$ cat src/design/xfr_consts.vh
// Shared constants for the octal serial flash command sequencer.
`ifndef XFR_CONSTS_VH
`define XFR_CONSTS_VH

// ****************************************************************
// Command codes
// ****************************************************************
`define XFR_OP_READ 8'h03
`define XFR_OP_READ4 8'h13
`define XFR_OP_FAST 8'h0B
`define XFR_OP_FAST4 8'h0C
`define XFR_OP_OOUT 8'h8B
`define XFR_OP_OOUT4 8'h7C
`define XFR_OP_OIO 8'hCB
`define XFR_OP_OIO4 8'hCC
`define XFR_OP_DDR_OOUT 8'h9D
`define XFR_OP_DDR_OIO 8'hFD
`define XFR_OP_WREN 8'h06
`define XFR_OP_WRDI 8'h04
`define XFR_OP_CLR_FLAG 8'h50
`define XFR_OP_RD_STATUS 8'h05
`define XFR_OP_RD_FLAG 8'h70
`define XFR_OP_RD_NVCFG 8'hB5
`define XFR_OP_RD_VCFG 8'h85
`define XFR_OP_WR_STATUS 8'h01
`define XFR_OP_WR_NVCFG 8'hB1

// ****************************************************************
// Command kinds produced by the decoder
// ****************************************************************
`define XFR_K_NONE 3'h0
`define XFR_K_MEM 3'h1
`define XFR_K_REG 3'h2
`define XFR_K_CFG 3'h3
`define XFR_K_WEN 3'h4
`define XFR_K_WDI 3'h5
`define XFR_K_CLF 3'h6
`define XFR_K_WRR 3'h7

// ****************************************************************
// Phase sizes and timing
// ****************************************************************
`define XFR_BYTE_BITS 6'h08
`define XFR_ADDR3_BITS 6'h18
`define XFR_ADDR4_BITS 6'h20
`define XFR_CMD_OCT_BITS 6'h10
`define XFR_LANE_ONE 1
`define XFR_LANE_ONE_OE 8'h02
`define XFR_ALL_OE 8'hFF
`define XFR_CLK_MHZ 50
`define XFR_NS_PER_US 1000

`endif

$ cat src/design/xfr_core.v
// Device-side command sequencer of an expanded SPI octal flash.
`timescale 1ns/1ps
`include "xfr_consts.vh"

module xfr_core #(
    parameter STATUS_WRITE_TIME_NS = 5000000,
    parameter NVCONFIG_WRITE_TIME_NS = 5000000,
    parameter [7:0] NVCFG_RSVD_MASK = 8'h00,
    parameter [7:0] VCFG_RSVD_MASK = 8'h00
) (
    // Clock and reset.
    input wire clk_sys,
    input wire rst_n,
    // Serial pins to and from the host.
    input wire sclk,
    input wire sel_n,
    input wire [7:0] lanes_in,
    output reg [7:0] lanes_out,
    output reg [7:0] lanes_oe,
    // Configuration.
    input wire octal_ddr_mode,
    input wire addr4_mode,
    input wire [4:0] dummy_cycles,
    input wire prot_err,
    // Register contents supplied by the surrounding device.
    input wire [5:0] status_upper,
    input wire [7:0] flag_status,
    input wire [7:0] nvcfg_value,
    input wire [7:0] vcfg_value,
    // Memory array read port.
    output reg [31:0] mem_addr,
    output reg mem_rd_stb,
    input wire [7:0] mem_rdata,
    // Device state and write commits.
    output reg write_enable_latch,
    output wire write_in_progress,
    output reg reg_wr_stb,
    output reg reg_wr_nvcfg,
    output reg [15:0] reg_wr_data,
    output reg clr_flag_stb
);

    // ****************************************************************
    // Constants
    // ****************************************************************

    // Least times round up to whole cycles.
    localparam [31:0] SR_CYC = (STATUS_WRITE_TIME_NS * `XFR_CLK_MHZ + `XFR_NS_PER_US - 1) / `XFR_NS_PER_US;
    localparam [31:0] NV_CYC = (NVCONFIG_WRITE_TIME_NS * `XFR_CLK_MHZ + `XFR_NS_PER_US - 1) / `XFR_NS_PER_US;
    localparam [2:0] ST_IDLE = 3'h0;
    localparam [2:0] ST_CMD = 3'h1;
    localparam [2:0] ST_ADDR = 3'h2;
    localparam [2:0] ST_DUMMY = 3'h3;
    localparam [2:0] ST_DATA = 3'h4;
    localparam [2:0] ST_HOLD = 3'h5;
    localparam [2:0] ST_WDATA = 3'h6;
    localparam [2:0] ST_SKIP = 3'h7;

    // ****************************************************************
    // Decoder
    // ****************************************************************

    // Returns {kind, addr_oct, addr_ddr, data_oct, data_ddr, addr4, dummy}.
    function [8:0] fmt_of;
        input [7:0] op;
        input oct;
        input a4m;
        begin
            fmt_of = {`XFR_K_NONE, 6'h00};
            if (oct) begin
                case (op)
                    `XFR_OP_FAST, `XFR_OP_FAST4, `XFR_OP_OOUT, `XFR_OP_OOUT4, `XFR_OP_OIO, `XFR_OP_OIO4,
                    `XFR_OP_DDR_OOUT, `XFR_OP_DDR_OIO: fmt_of = {`XFR_K_MEM, 6'h3F};
                    `XFR_OP_RD_STATUS, `XFR_OP_RD_FLAG: fmt_of = {`XFR_K_REG, 6'h3E};
                    `XFR_OP_RD_NVCFG, `XFR_OP_RD_VCFG: fmt_of = {`XFR_K_CFG, 6'h3E};
                    `XFR_OP_WREN: fmt_of = {`XFR_K_WEN, 6'h3E};
                    `XFR_OP_WRDI: fmt_of = {`XFR_K_WDI, 6'h3E};
                    `XFR_OP_CLR_FLAG: fmt_of = {`XFR_K_CLF, 6'h3E};
                    `XFR_OP_WR_STATUS, `XFR_OP_WR_NVCFG: fmt_of = {`XFR_K_WRR, 6'h3E};
                    default: fmt_of = {`XFR_K_NONE, 6'h00};
                endcase
            end else begin
                case (op)
                    `XFR_OP_READ: fmt_of = {`XFR_K_MEM, 4'h0, a4m, 1'b0};
                    `XFR_OP_READ4: fmt_of = {`XFR_K_MEM, 6'h02};
                    `XFR_OP_FAST: fmt_of = {`XFR_K_MEM, 4'h0, a4m, 1'b1};
                    `XFR_OP_FAST4: fmt_of = {`XFR_K_MEM, 6'h03};
                    `XFR_OP_OOUT: fmt_of = {`XFR_K_MEM, 4'h2, a4m, 1'b1};
                    `XFR_OP_OOUT4: fmt_of = {`XFR_K_MEM, 6'h0B};
                    `XFR_OP_OIO: fmt_of = {`XFR_K_MEM, 4'hA, a4m, 1'b1};
                    `XFR_OP_OIO4: fmt_of = {`XFR_K_MEM, 6'h2B};
                    `XFR_OP_DDR_OOUT: fmt_of = {`XFR_K_MEM, 4'h7, a4m, 1'b1};
                    `XFR_OP_DDR_OIO: fmt_of = {`XFR_K_MEM, 6'h3F};
                    `XFR_OP_RD_STATUS, `XFR_OP_RD_FLAG: fmt_of = {`XFR_K_REG, 6'h00};
                    `XFR_OP_RD_NVCFG, `XFR_OP_RD_VCFG: fmt_of = {`XFR_K_CFG, 4'h0, a4m, 1'b0};
                    `XFR_OP_WREN: fmt_of = {`XFR_K_WEN, 6'h00};
                    `XFR_OP_WRDI: fmt_of = {`XFR_K_WDI, 6'h00};
                    `XFR_OP_CLR_FLAG: fmt_of = {`XFR_K_CLF, 6'h00};
                    `XFR_OP_WR_STATUS, `XFR_OP_WR_NVCFG: fmt_of = {`XFR_K_WRR, 6'h00};
                    default: fmt_of = {`XFR_K_NONE, 6'h00};
                endcase
            end
        end
    endfunction

    // ****************************************************************
    // Pin synchronisation and edge detection
    // ****************************************************************

    // Synchronised clock, select and lanes.
    wire [9:0] pins_s;
    // Previous synchronised serial clock.
    reg sclk_d_ff;
    wire sclk_s = pins_s[9];
    // Select travels inverted so that the cleared stages read as deselected after reset.
    wire sel_n_s = ~pins_s[8];
    wire [7:0] lanes_s = pins_s[7:0];
    wire sclk_rise = sclk_s & ~sclk_d_ff;
    wire sclk_fall = ~sclk_s & sclk_d_ff;

    xfr_sync #(.WIDTH(10)) u_sync (
        .clk_sys(clk_sys),
        .rst_n(rst_n),
        .async_in({sclk, ~sel_n, lanes_in}),
        .sync_out(pins_s)
    );

    // ****************************************************************
    // Sequencer state
    // ****************************************************************

    reg [2:0] state_ff;
    // Latched command format fields.
    reg [2:0] kind_ff;
    reg a_oct_ff, a_ddr_ff, d_oct_ff, d_ddr_ff, a4_ff, dum_ff;
    reg [7:0] op_ff;
    // Bits received in the current phase.
    reg [5:0] bit_cnt_ff;
    reg [15:0] cmd_sr_ff;
    reg [15:0] wr_sr_ff;
    // Set once a whole write data byte has arrived.
    reg wr_any_ff;
    reg [4:0] dum_cnt_ff;
    reg [7:0] out_sr_ff;
    // Bits of the current output byte still to drive.
    reg [2:0] out_cnt_ff;
    // Timer control.
    reg timer_start_ff;
    wire timer_done;

    // Phase widths and data-rate flags for the current state.
    wire in_oct = (state_ff == ST_ADDR) ? a_oct_ff : (state_ff == ST_CMD) ? octal_ddr_mode : d_oct_ff;
    wire in_ddr = (state_ff == ST_ADDR) ? a_ddr_ff : (state_ff == ST_CMD) ? octal_ddr_mode : d_ddr_ff;
    wire in_ev = sclk_rise | (sclk_fall & in_ddr);
    wire out_ev = sclk_fall | (sclk_rise & d_ddr_ff);
    wire [5:0] in_step = in_oct ? `XFR_BYTE_BITS : 6'h01;
    wire [5:0] bit_nxt = bit_cnt_ff + in_step;
    wire [15:0] cmd_shift = octal_ddr_mode ? {cmd_sr_ff[7:0], lanes_s} : {cmd_sr_ff[14:0], lanes_s[0]};
    wire [7:0] cmd_now = octal_ddr_mode ? cmd_shift[15:8] : cmd_shift[7:0];
    wire [5:0] cmd_bits = octal_ddr_mode ? `XFR_CMD_OCT_BITS : `XFR_BYTE_BITS;
    wire [8:0] fmt_now = fmt_of(cmd_now, octal_ddr_mode, addr4_mode);
    // While a write runs only the two status reads are accepted.
    wire [2:0] kind_now = (write_in_progress && fmt_now[8:6] != `XFR_K_REG) ? `XFR_K_NONE : fmt_now[8:6];
    wire [5:0] addr_bits = a4_ff ? `XFR_ADDR4_BITS : `XFR_ADDR3_BITS;
    wire [15:0] wr_shift = d_oct_ff ? {wr_sr_ff[7:0], lanes_s} : {wr_sr_ff[14:0], lanes_s[0]};
    wire [31:0] addr_shift = a_oct_ff ? {mem_addr[23:0], lanes_s} : {mem_addr[30:0], lanes_s[0]};

    // Byte presented by register reads; reserved bits of the two configuration registers forced high.
    reg [7:0] reg_byte;
    always @* begin
        if (op_ff == `XFR_OP_RD_STATUS) begin
            reg_byte = {status_upper, write_enable_latch, write_in_progress};
        end else if (op_ff == `XFR_OP_RD_FLAG) begin
            reg_byte = flag_status;
        end else if (op_ff == `XFR_OP_RD_NVCFG) begin
            reg_byte = nvcfg_value | NVCFG_RSVD_MASK;
        end else begin
            reg_byte = vcfg_value | VCFG_RSVD_MASK;
        end
    end
    wire [7:0] out_byte = (kind_ff == `XFR_K_MEM) ? mem_rdata : reg_byte;

    // ****************************************************************
    // Main sequencer
    // ****************************************************************

    // Every phase after ST_IDLE advances only on detected serial clock edges; select high always wins.
    always @(posedge clk_sys) begin
        if (!rst_n) begin
            sclk_d_ff <= 1'b0;
            state_ff <= ST_IDLE;
            kind_ff <= `XFR_K_NONE;
            {a_oct_ff, a_ddr_ff, d_oct_ff, d_ddr_ff, a4_ff, dum_ff} <= 6'h00;
            op_ff <= 8'h00;
            bit_cnt_ff <= 6'h00;
            cmd_sr_ff <= 16'h0000;
            wr_sr_ff <= 16'h0000;
            wr_any_ff <= 1'b0;
            dum_cnt_ff <= 5'h00;
            out_sr_ff <= 8'h00;
            out_cnt_ff <= 3'h0;
            lanes_out <= 8'h00;
            lanes_oe <= 8'h00;
            mem_addr <= 32'h0000_0000;
            mem_rd_stb <= 1'b0;
            write_enable_latch <= 1'b0;
            reg_wr_stb <= 1'b0;
            reg_wr_nvcfg <= 1'b0;
            reg_wr_data <= 16'h0000;
            clr_flag_stb <= 1'b0;
            timer_start_ff <= 1'b0;
        end else begin
            sclk_d_ff <= sclk_s;
            mem_rd_stb <= 1'b0;
            reg_wr_stb <= 1'b0;
            clr_flag_stb <= 1'b0;
            timer_start_ff <= 1'b0;
            // Completion of a self-timed write drops the latch, success or not.
            if (timer_done) begin
                write_enable_latch <= 1'b0;
            end
            if (sel_n_s) begin
                // Select high ends output at once and commits held commands, except a disable while prot_err is set.
                lanes_oe <= 8'h00;
                state_ff <= ST_IDLE;
                if (state_ff == ST_HOLD) begin
                    if (kind_ff == `XFR_K_WEN) begin
                        write_enable_latch <= 1'b1;
                    end else if (kind_ff == `XFR_K_WDI && !prot_err) begin
                        write_enable_latch <= 1'b0;
                    end else if (kind_ff == `XFR_K_CLF) begin
                        write_enable_latch <= 1'b0;
                        clr_flag_stb <= 1'b1;
                    end
                end else if (state_ff == ST_WDATA && wr_any_ff && bit_cnt_ff[2:0] == 3'h0 && write_enable_latch) begin
                    // Only a clean byte boundary with the latch set starts a write.
                    reg_wr_stb <= 1'b1;
                    reg_wr_nvcfg <= (op_ff == `XFR_OP_WR_NVCFG);
                    reg_wr_data <= wr_sr_ff;
                    timer_start_ff <= 1'b1;
                end
            end else begin
                case (state_ff)
                    ST_IDLE: begin
                        state_ff <= ST_CMD;
                        bit_cnt_ff <= 6'h00;
                        wr_any_ff <= 1'b0;
                        dum_cnt_ff <= 5'h00;
                        out_cnt_ff <= 3'h0;
                    end
                    ST_CMD: begin
                        if (in_ev) begin
                            cmd_sr_ff <= cmd_shift;
                            bit_cnt_ff <= bit_nxt;
                            if (bit_nxt == cmd_bits) begin
                                op_ff <= cmd_now;
                                kind_ff <= kind_now;
                                {a_oct_ff, a_ddr_ff, d_oct_ff, d_ddr_ff, a4_ff, dum_ff} <= fmt_now[5:0];
                                // A three-byte address must not inherit upper bits of the previous read.
                                mem_addr <= 32'h0000_0000;
                                bit_cnt_ff <= 6'h00;
                                if (kind_now == `XFR_K_MEM || kind_now == `XFR_K_CFG) begin
                                    state_ff <= ST_ADDR;
                                end else if (kind_now == `XFR_K_REG) begin
                                    state_ff <= ST_DATA;
                                end else if (kind_now == `XFR_K_WRR) begin
                                    state_ff <= ST_WDATA;
                                end else if (kind_now == `XFR_K_NONE) begin
                                    state_ff <= ST_SKIP;
                                end else begin
                                    state_ff <= ST_HOLD;
                                end
                            end
                        end
                    end
                    ST_HOLD: begin
                        // Any further clock voids the enable or disable.
                        if (in_ev) begin
                            state_ff <= ST_SKIP;
                        end
                    end
                    ST_ADDR: begin
                        if (in_ev) begin
                            mem_addr <= addr_shift;
                            bit_cnt_ff <= bit_nxt;
                            if (bit_nxt == addr_bits) begin
                                // Odd DDR start addresses are passed through as given.
                                state_ff <= (dum_ff && dummy_cycles != 5'h00) ? ST_DUMMY : ST_DATA;
                            end
                        end
                    end
                    ST_DUMMY: begin
                        // Dummy cycles counted on rising serial clock edges.
                        if (sclk_rise) begin
                            dum_cnt_ff <= dum_cnt_ff + 5'h01;
                            if (dum_cnt_ff + 5'h01 == dummy_cycles) begin
                                state_ff <= ST_DATA;
                            end
                        end
                    end
                    ST_DATA: begin
                        if (out_ev) begin
                            lanes_oe <= d_oct_ff ? `XFR_ALL_OE : `XFR_LANE_ONE_OE;
                            if (out_cnt_ff == 3'h0) begin
                                if (kind_ff == `XFR_K_MEM) begin
                                    mem_addr <= mem_addr + 32'h0000_0001;
                                    mem_rd_stb <= 1'b1;
                                end
                                if (d_oct_ff) begin
                                    lanes_out <= out_byte;
                                end else begin
                                    lanes_out[`XFR_LANE_ONE] <= out_byte[7];
                                    out_sr_ff <= {out_byte[6:0], 1'b0};
                                    out_cnt_ff <= 3'h7;
                                end
                            end else begin
                                lanes_out[`XFR_LANE_ONE] <= out_sr_ff[7];
                                out_sr_ff <= {out_sr_ff[6:0], 1'b0};
                                out_cnt_ff <= out_cnt_ff - 3'h1;
                            end
                        end
                    end
                    ST_WDATA: begin
                        if (in_ev) begin
                            wr_sr_ff <= wr_shift;
                            bit_cnt_ff <= bit_nxt;
                            if (bit_nxt[2:0] == 3'h0) begin
                                wr_any_ff <= 1'b1;
                            end
                        end
                    end
                    default: begin
                        state_ff <= ST_SKIP;
                    end
                endcase
            end
        end
    end

    // ****************************************************************
    // Write timer
    // ****************************************************************

    // The status and nonvolatile writes run for their own durations.
    xfr_timer #(.WIDTH(32)) u_timer (
        .clk_sys(clk_sys),
        .rst_n(rst_n),
        .start(timer_start_ff),
        .load_cycles(reg_wr_nvcfg ? NV_CYC : SR_CYC),
        .busy(write_in_progress),
        .done(timer_done)
    );

endmodule

$ cat src/design/xfr_sync.v
// Two flip-flop synchroniser for the serial pins.
`timescale 1ns/1ps

module xfr_sync #(
    parameter WIDTH = 10
) (
    // Clock and reset.
    input wire clk_sys,
    input wire rst_n,
    // Asynchronous pins and their synchronised copy.
    input wire [WIDTH-1:0] async_in,
    output wire [WIDTH-1:0] sync_out
);

    // First stage; only the second stage reads it.
    reg [WIDTH-1:0] meta_ff;
    // Second stage; the only copy logic may look at.
    reg [WIDTH-1:0] sync_ff;

    // ****************************************************************
    // Synchroniser stages
    // ****************************************************************

    // Both stages reset to zero so nothing is undefined at start.
    always @(posedge clk_sys) begin
        if (!rst_n) begin
            meta_ff <= {WIDTH{1'b0}};
            sync_ff <= {WIDTH{1'b0}};
        end else begin
            meta_ff <= async_in;
            sync_ff <= meta_ff;
        end
    end

    assign sync_out = sync_ff;

endmodule

$ cat src/design/xfr_timer.v
// Self-timed countdown for register write completion.
`timescale 1ns/1ps

module xfr_timer #(
    parameter WIDTH = 32
) (
    // Clock and reset.
    input wire clk_sys,
    input wire rst_n,
    // Start pulse and its duration in clock cycles.
    input wire start,
    input wire [WIDTH-1:0] load_cycles,
    // Status.
    output wire busy,
    output reg done
);

    // Remaining cycles; zero means idle.
    reg [WIDTH-1:0] cnt_ff;

    // ****************************************************************
    // Countdown
    // ****************************************************************

    // A start while busy is ignored; the caller never issues one.
    always @(posedge clk_sys) begin
        if (!rst_n) begin
            cnt_ff <= {WIDTH{1'b0}};
            done <= 1'b0;
        end else begin
            done <= 1'b0;
            if (start && cnt_ff == {WIDTH{1'b0}}) begin
                cnt_ff <= load_cycles;
            end else if (cnt_ff != {WIDTH{1'b0}}) begin
                cnt_ff <= cnt_ff - {{(WIDTH-1){1'b0}}, 1'b1};
                // Done pulses in the cycle the count reaches zero.
                done <= (cnt_ff == {{(WIDTH-1){1'b0}}, 1'b1});
            end
        end
    end

    assign busy = (cnt_ff != {WIDTH{1'b0}});

endmodule

$ cat config.mk
export PLATFORM = sky130hd
export DESIGN_NAME = xfr_core
export DESIGN_NICKNAME = d
export VERILOG_FILES = /design/src/design/xfr_core.v /design/src/design/xfr_sync.v /design/src/design/xfr_timer.v
export VERILOG_INCLUDE_DIRS = /design/src /design/src/design
export SDC_FILE = /design/constraint.sdc
export NUM_CORES = 1
export LEC_CHECK = 0
export ABC_AREA = 1
export BUFFER_PORTS_ARGS = -buffer_cell sky130_fd_sc_hd__buf_2
export CAP_MARGIN = 20
export CORE_AREA = 2 2 179 181
export DETAILED_ROUTE_END_ITERATION = 7
export DIE_AREA = 0 0 181 183
export PLACE_DENSITY = 0.53
export SLEW_MARGIN = 20
export SYNTH_ARGS = -nofsm -noshare
export SYNTH_HDL_FRONTEND = slang
export SYNTH_HIERARCHICAL = 1
export SYNTH_SLANG_ARGS = --single-unit
$ cat constraint.sdc
create_clock -name clk_sys -period 5.7 [get_ports clk_sys]
set_clock_uncertainty 0.05 [all_clocks]
set_input_delay 1.14 -clock clk_sys [delete_from_list [all_inputs] [get_ports clk_sys]]
set_output_delay 1.14 -clock clk_sys [all_outputs]
set_load 0.01 [all_outputs]
# Word level (Yosys, flattened, before mapping)
# Index checks and enable logic that the tools add are counted.
[classes] add_sub_neg=5 eq_ne=57 n_mux=68 bitwise_logic=14 n_reduce_logical=49
[ops] operator="2-to-1 mux 32 bit" count=7
[ops] operator="case mux 9 bit (16 select lines)" count=1
[ops] operator="case mux 32 bit (3 select lines)" count=1
[ops] operator="== test 8 bit (second input constant)" count=10
[ops] operator="2-to-1 mux 8 bit" count=8
[ops] operator="case mux 9 bit (7 select lines)" count=1
[ops] operator="2-to-1 mux 3 bit" count=13
[ops] operator="2-to-1 mux 18 bit" count=2
[ops] operator="adder 32 x 1 -> 32 bit (second input constant)" count=1
[ops] operator="== test 32 x 1 -> 1 bit (second input constant)" count=1
[ops] operator="== test 8 x 3 -> 1 bit (second input constant)" count=4
[ops] operator="== test 8 x 7 -> 1 bit (second input constant)" count=4
[ops] operator="logical NOT 32 bit" count=1
[ops] operator="2-to-1 mux 16 bit" count=2
[ops] operator="nonzero test 32 bit" count=1
[ops] operator="subtractor 32 x 1 -> 32 bit (second input constant)" count=1
[ops] operator="2-to-1 mux 6 bit" count=4
[ops] operator="== test 3 bit (second input constant)" count=7
[ops] operator="inequality test 2 bit (second input constant)" count=10
[ops] operator="AND reduction 4 bit" count=5
[ops] operator="case mux 3 bit (6 select lines)" count=1
[ops] operator="case mux 6 bit (3 select lines)" count=1
[ops] operator="2-to-1 mux 1 bit" count=17
[ops] operator="== test 8 x 4 -> 1 bit (second input constant)" count=2
[ops] operator="other kinds (39)" count=88
[totals] regBits=197 out_inout_bits=70 elab_cells=225

# Depth between registers and ports, before layout
[depth] depth_word=17 mapped_depth=22

# Hierarchy
# Netlist, hierarchy kept.
[by_module_without_submodules] mod="xfr_core" n_inst=1 cells_per_inst=1225 area_per_inst_um2=7961.4
[by_module_without_submodules] mod="xfr_timer" n_inst=1 cells_per_inst=365 area_per_inst_um2=2218.4
[by_module_without_submodules] mod="xfr_sync" n_inst=1 cells_per_inst=62 area_per_inst_um2=573.0

# Worst setup path before layout
# Ideal clock, no wire load.
[synth_timing] path_kind="input to register" startpoint="in octal_ddr_mode" endpoint="reg mem_addr[19]" setup_ps=117 t_arrival_ps=3215 required_time_ps=5533 setup_slack_ps=2319 cell_stages=14 path_buffers=2 path_cell_list="buf_6 > nand2_2 > a31oi_1 > inv_1 > ha_1 > ha_1 > xor2_1 > nor3_1 > nand4_4 > nand2_2 > nand2_4 > buf_2 > nor3_1 > nor2_1"
[synth_between] elab_chain_cells=7 elab_cells_between_ends=14 classes_between="1 x add/sub; 4 x eq/ne; 6 x mux; 2 x bitwise; 1 x reduce/logical"
[synth_lines] item="start: declaration" line="xfr_core.v:21" source="input wire octal_ddr_mode,"
[synth_lines] item="2-to-1 mux 1 bit (2 in series)" line="xfr_core.v:152" source="wire in_oct = (state_ff == ST_ADDR) ? a_oct_ff : (state_ff == ST_CMD) ? octal_ddr_mode : d_oct_ff;"
[synth_lines] item="2-to-1 mux 4 bit" line="xfr_core.v:156" source="wire [5:0] in_step = in_oct ? `XFR_BYTE_BITS : 6'h01;"
[synth_lines] item="adder 6 x 4 -> 6 bit" line="xfr_core.v:157" source="wire [5:0] bit_nxt = bit_cnt_ff + in_step;"
[synth_lines] item="== test 6 x 5 -> 1 bit" line="xfr_core.v:255" source="if (bit_nxt == cmd_bits) begin"
[synth_lines] item="inequality test 2 x 1 -> 1 bit (no line)"
[synth_lines] item="AND reduction 8 bit (no line) (*)"
[synth_lines] item="end signal: assignment" line="xfr_core.v:284" source="mem_addr <= addr_shift;"
[synth_lines] item="end signal: assignment" line="xfr_core.v:306" source="mem_addr <= mem_addr + 32'h0000_0001;"
[synth_lines] item="end: declaration" line="xfr_core.v:31" source="output reg [31:0] mem_addr,"
# Every way passes the cells marked *; elsewhere a longest branch is shown, timed or not.
# A chain may end at the register's enable or synchronous reset.

# Final worst setup path
[layout_timing] startpoint="in octal_ddr_mode" endpoint="reg mem_addr[26]"
# The elaborated chain is that of the path after synthesis.

==> reports/metrics.yaml <==
setup_path:
  required_ns: 5.99
  path_delay_family: "simple AND/OR/NAND/NOR gates"
  endpoint_kind: "register"
  regToRegStartpoint: "state_ff[1]"
  cp_slowest_cell: "nor3_1"
  cp_cell_sequence: "buf_2 -> nand2_2 -> a31oi_1 -> inv_1 -> ha_1 -> ha_1 -> xor2_1 -> nor3_1 -> nand4_4 -> nand2_2 -> nand2_4 -> inv_2 -> nand2_1 -> nor2_1 -> nor2_1"
  critPathBufInv: 3
  crit_arrival_ns: 4.43
  reg2reg_slack_ns: 1.85
  startpoint_type: "primary input"
  worstReg2RegEnd: "mem_addr[26]"
  worstPathMaxFanout: 44
  reg2regPathDepth: 16
  cpPeakStageDelay_ns: 0.49
  critPathKind: "primary input to register"
layout:
  postLayoutCellArea_sq_mm: 0.0122
  seqCellArea_sq_mm: 0.00364
  multi_input_area_sq_mm: 0.00607
  layout-drive-gt1-share_pct: 14.6
  nets: 1826
  nFillCells: 3432
  area_growth_pct: 13.7
timing:
  worstMarginPinSlew_ns: 1.09
  finalCriticalPeriod_ns: 4.14
  slew_headroom_pct: 27.1
  max_freq_mhz: 241
  timing.final.max_slew_violations: 0
  hold_viol_final: 0
  rsz0062_at_grt: "no"
  timing.final.crit_share_pct: 72.7
  setup_viol: 0
  tns_ns: 0
drt:
  ant_nets: 0
  dr.pass1.iters: 6
  vias: 10700
  drt_iter0_drc: 864
  route.detailed.drc: 0
  detail_route.vias_per_cell: 4.93
  routed_wirelength_um: 32200
  wire_per_inst_um: 14.8
min_path:
  hp-class: "register to register"
  min_delay_worst_endpoint: "u_sync/sync_out[8]"
  hp-start: "u_sync/meta_ff[8]"
  whs_path_depth: 2
clock_tree:
  ctsResizeCount: 0
  cts_setup_buffers: 0
  h-tree-depth: 4
  cts_tree: "done"
  clkSinkCount: 182
  clk_pin_slew_ns: 0.08
  root_buffer: "clkbuf_16"
  cts_hold_buf: 0
  cts_buffers: 17
  ctsLongestPathBuffers: 2
  clk-insertion-delay-late_ns: 0.45
placement:
  dpl_cell_area_sq_mm: 0.0116
  gp_congestion: 0.921
  io_buffers: 127
  place_hpwl_um: 23300
global_routing:
  grt_pass1_vias: 10100
  grt_max_degree: 71
  grt_pass1_wl_um: 52200
  grt_util_all_layers_pct: 19.5
  grt_overflow: 0
  antenna_found_initial: 1
synth:
  synthSimpleGateAreaFrac_pct: 32.0
  syn_avg_cell_area_sq_um: 6.51
  yosysTopAreaCell: "dfxtp_1"
  synth_top_area_share_pct: 33.9
  synth_commonest_cells: "nand2_1 (325), nor2_1 (208), dfxtp_1 (182)"
  yosysSeqAreaShare_pct: 33.9
  synth_ff_type: "dfxtp_1"
  synth_xor_area_share_pct: 2.84
  synth_cell_types: 51
  synthCells: 1652
  synth_top_family_by_area: "simple AND/OR/NAND/NOR gates"
  synth_most_common_cell: "nand2_1"
  synth_compound_area_share_pct: 19.4
  async_reset_ff_share_pct: 0
  synth.area.mux_share_pct: 0
  yosys-top-cells-area: "dfxtp_1 (34%), nand2_1 (11%), nor2_1 (7.3%)"
  yosys_warnings: 6
  synth.cell_area_sq_mm: 0.0108
  synth_adder_area_share_pct: 1.05
  synth_edf_count: 0
  ys_ff_latch: 182
floorplan:
  die_h_um: 183
  rows: 65
  start_util_pct: 34.4
  ios: 128
  core_sq_mm: 0.0312
  fp.dieW_um: 181
  die_area_sq_mm: 0.0331
run_status:
  status: "completed"
job:
  drv_cap: 0
power_and_ir_drop:
  irDropWorstVdd_uv: 223
  power.density_mw_per_mm2: 340
  p_leak_nw: 5.45
  p_total_mw: 4.15
-- layout by cell type (no fill, tap or decap), types with 3 or more instances in the layout --
cell type	n
dfxtp_1	182
ha_1	9
xor2_1	19
nor2_1	208
clkbuf_16	17
nand2_4	3
nor2_2	16
conb_1	32
a31oi_1	3
a21oi_1	155
nor3_2	3
clkinv_4	3
buf_2	126
buf_4	7
inv_8	3
inv_1	174
nand3b_1	9
nor2_4	4
nor4_1	8
a211oi_1	9
nor3_1	31
inv_6	5
nand3_1	110
xnor2_1	14
or2_2	16
nand2_2	12
clkinv_1	3
nand2_1	325
o21ai_0	138
a211oi_2	10
o21ai_1	38
inv_2	19
o211ai_1	15
nand4_1	18
-- cells by family after synthesis --
group / after synthesis
AND/OR/NAND/NOR: 773
AO/OA/AOI/OAI: 380
adder cells (fa/ha/maj): 9
other: 2
buffers and inverters: 272
flip-flops: 182
XOR/XNOR: 34
-- through the flow --
step	instances	hold slack [ns]	util, %	setup WS, ns
3_5_place_dp	2142	0.353	37.3	1.23
6_report	2175	0.363	39.1	1.56
3_3_place_gp	2142	0.351	37.3	1.31
4_1_cts	2174	0.367	39.1	1.64
2_1_floorplan	1682	0.340	-	2.32
5_1_grt	2174	0.390	39.1	1.30
-- cell type report --
| type | instances | area share [%] |
|---|---|---|
| diodes | 1 | 0.0205 |
| inverters | 197 | 6.07 |
| repair buffers | 133 | 5.59 |
| multi-input cells | 1228 | 49.6 |
| clock inverters | 15 | 1.31 |
| flip-flops and latches | 182 | 29.8 |
| well taps | 402 | 4.11 |
| clock buffers | 17 | 3.48 |
-- sequential cells by signal, indices dropped and copies added (netlist names), 3 cells and up --
signal           flops
mem_addr            32
kind_ff              3
u_timer/cnt_ff      32
reg_wr_data         16
u_sync/sync_out     10
op_ff                8
state_ff             3
wr_sr_ff            16
u_sync/meta_ff      10
out_cnt_ff           3
dum_cnt_ff           5
out_sr_ff            7
lanes_out            8
bit_cnt_ff           6
cmd_sr_ff            8
-- worst min-delay path, delay by kind of cell, from the launching register on --
family	cells	cell delay [ns]
AND/OR/NAND/NOR	1	0.05
flip-flops	1	0.31
buffers and inverters	1	0.04
-- power breakdown --
part	leakage, nW	switching, mW	internal (mW)
sequential	1.47	0.119	1.39
combinational	3.68	0.948	0.499
clock	0.292	0.578	0.623
total	5.45	1.64	2.51
-- per-layer routing --
layer  part of all wire [%]  global-route usage [%]  vias to the layer above
met2                     47                    33.2                      226
li1                       -                       -                     5583
met5                      0                       0                        -
met4                    1.5                    5.43                        0
met3                    4.1                    3.08                       31
met1                     47                    25.7                     4883
-- how the worst max path moves through the flow --
| stage | from | endpoint | cells past startpoint |
|---|---|---|---|
| finish | octal_ddr_mode | mem_addr[26] | 15 |
| global route | octal_ddr_mode | mem_addr[26] | 15 |
| CTS | octal_ddr_mode | mem_addr[26] | 15 |
| detailed placement | octal_ddr_mode | mem_addr[26] | 15 |
| global placement | octal_ddr_mode | mem_addr[26] | 15 |
| floorplan | octal_ddr_mode | mem_addr[19] | 14 |
Note: power is estimated with default switching activity, not from simulation.
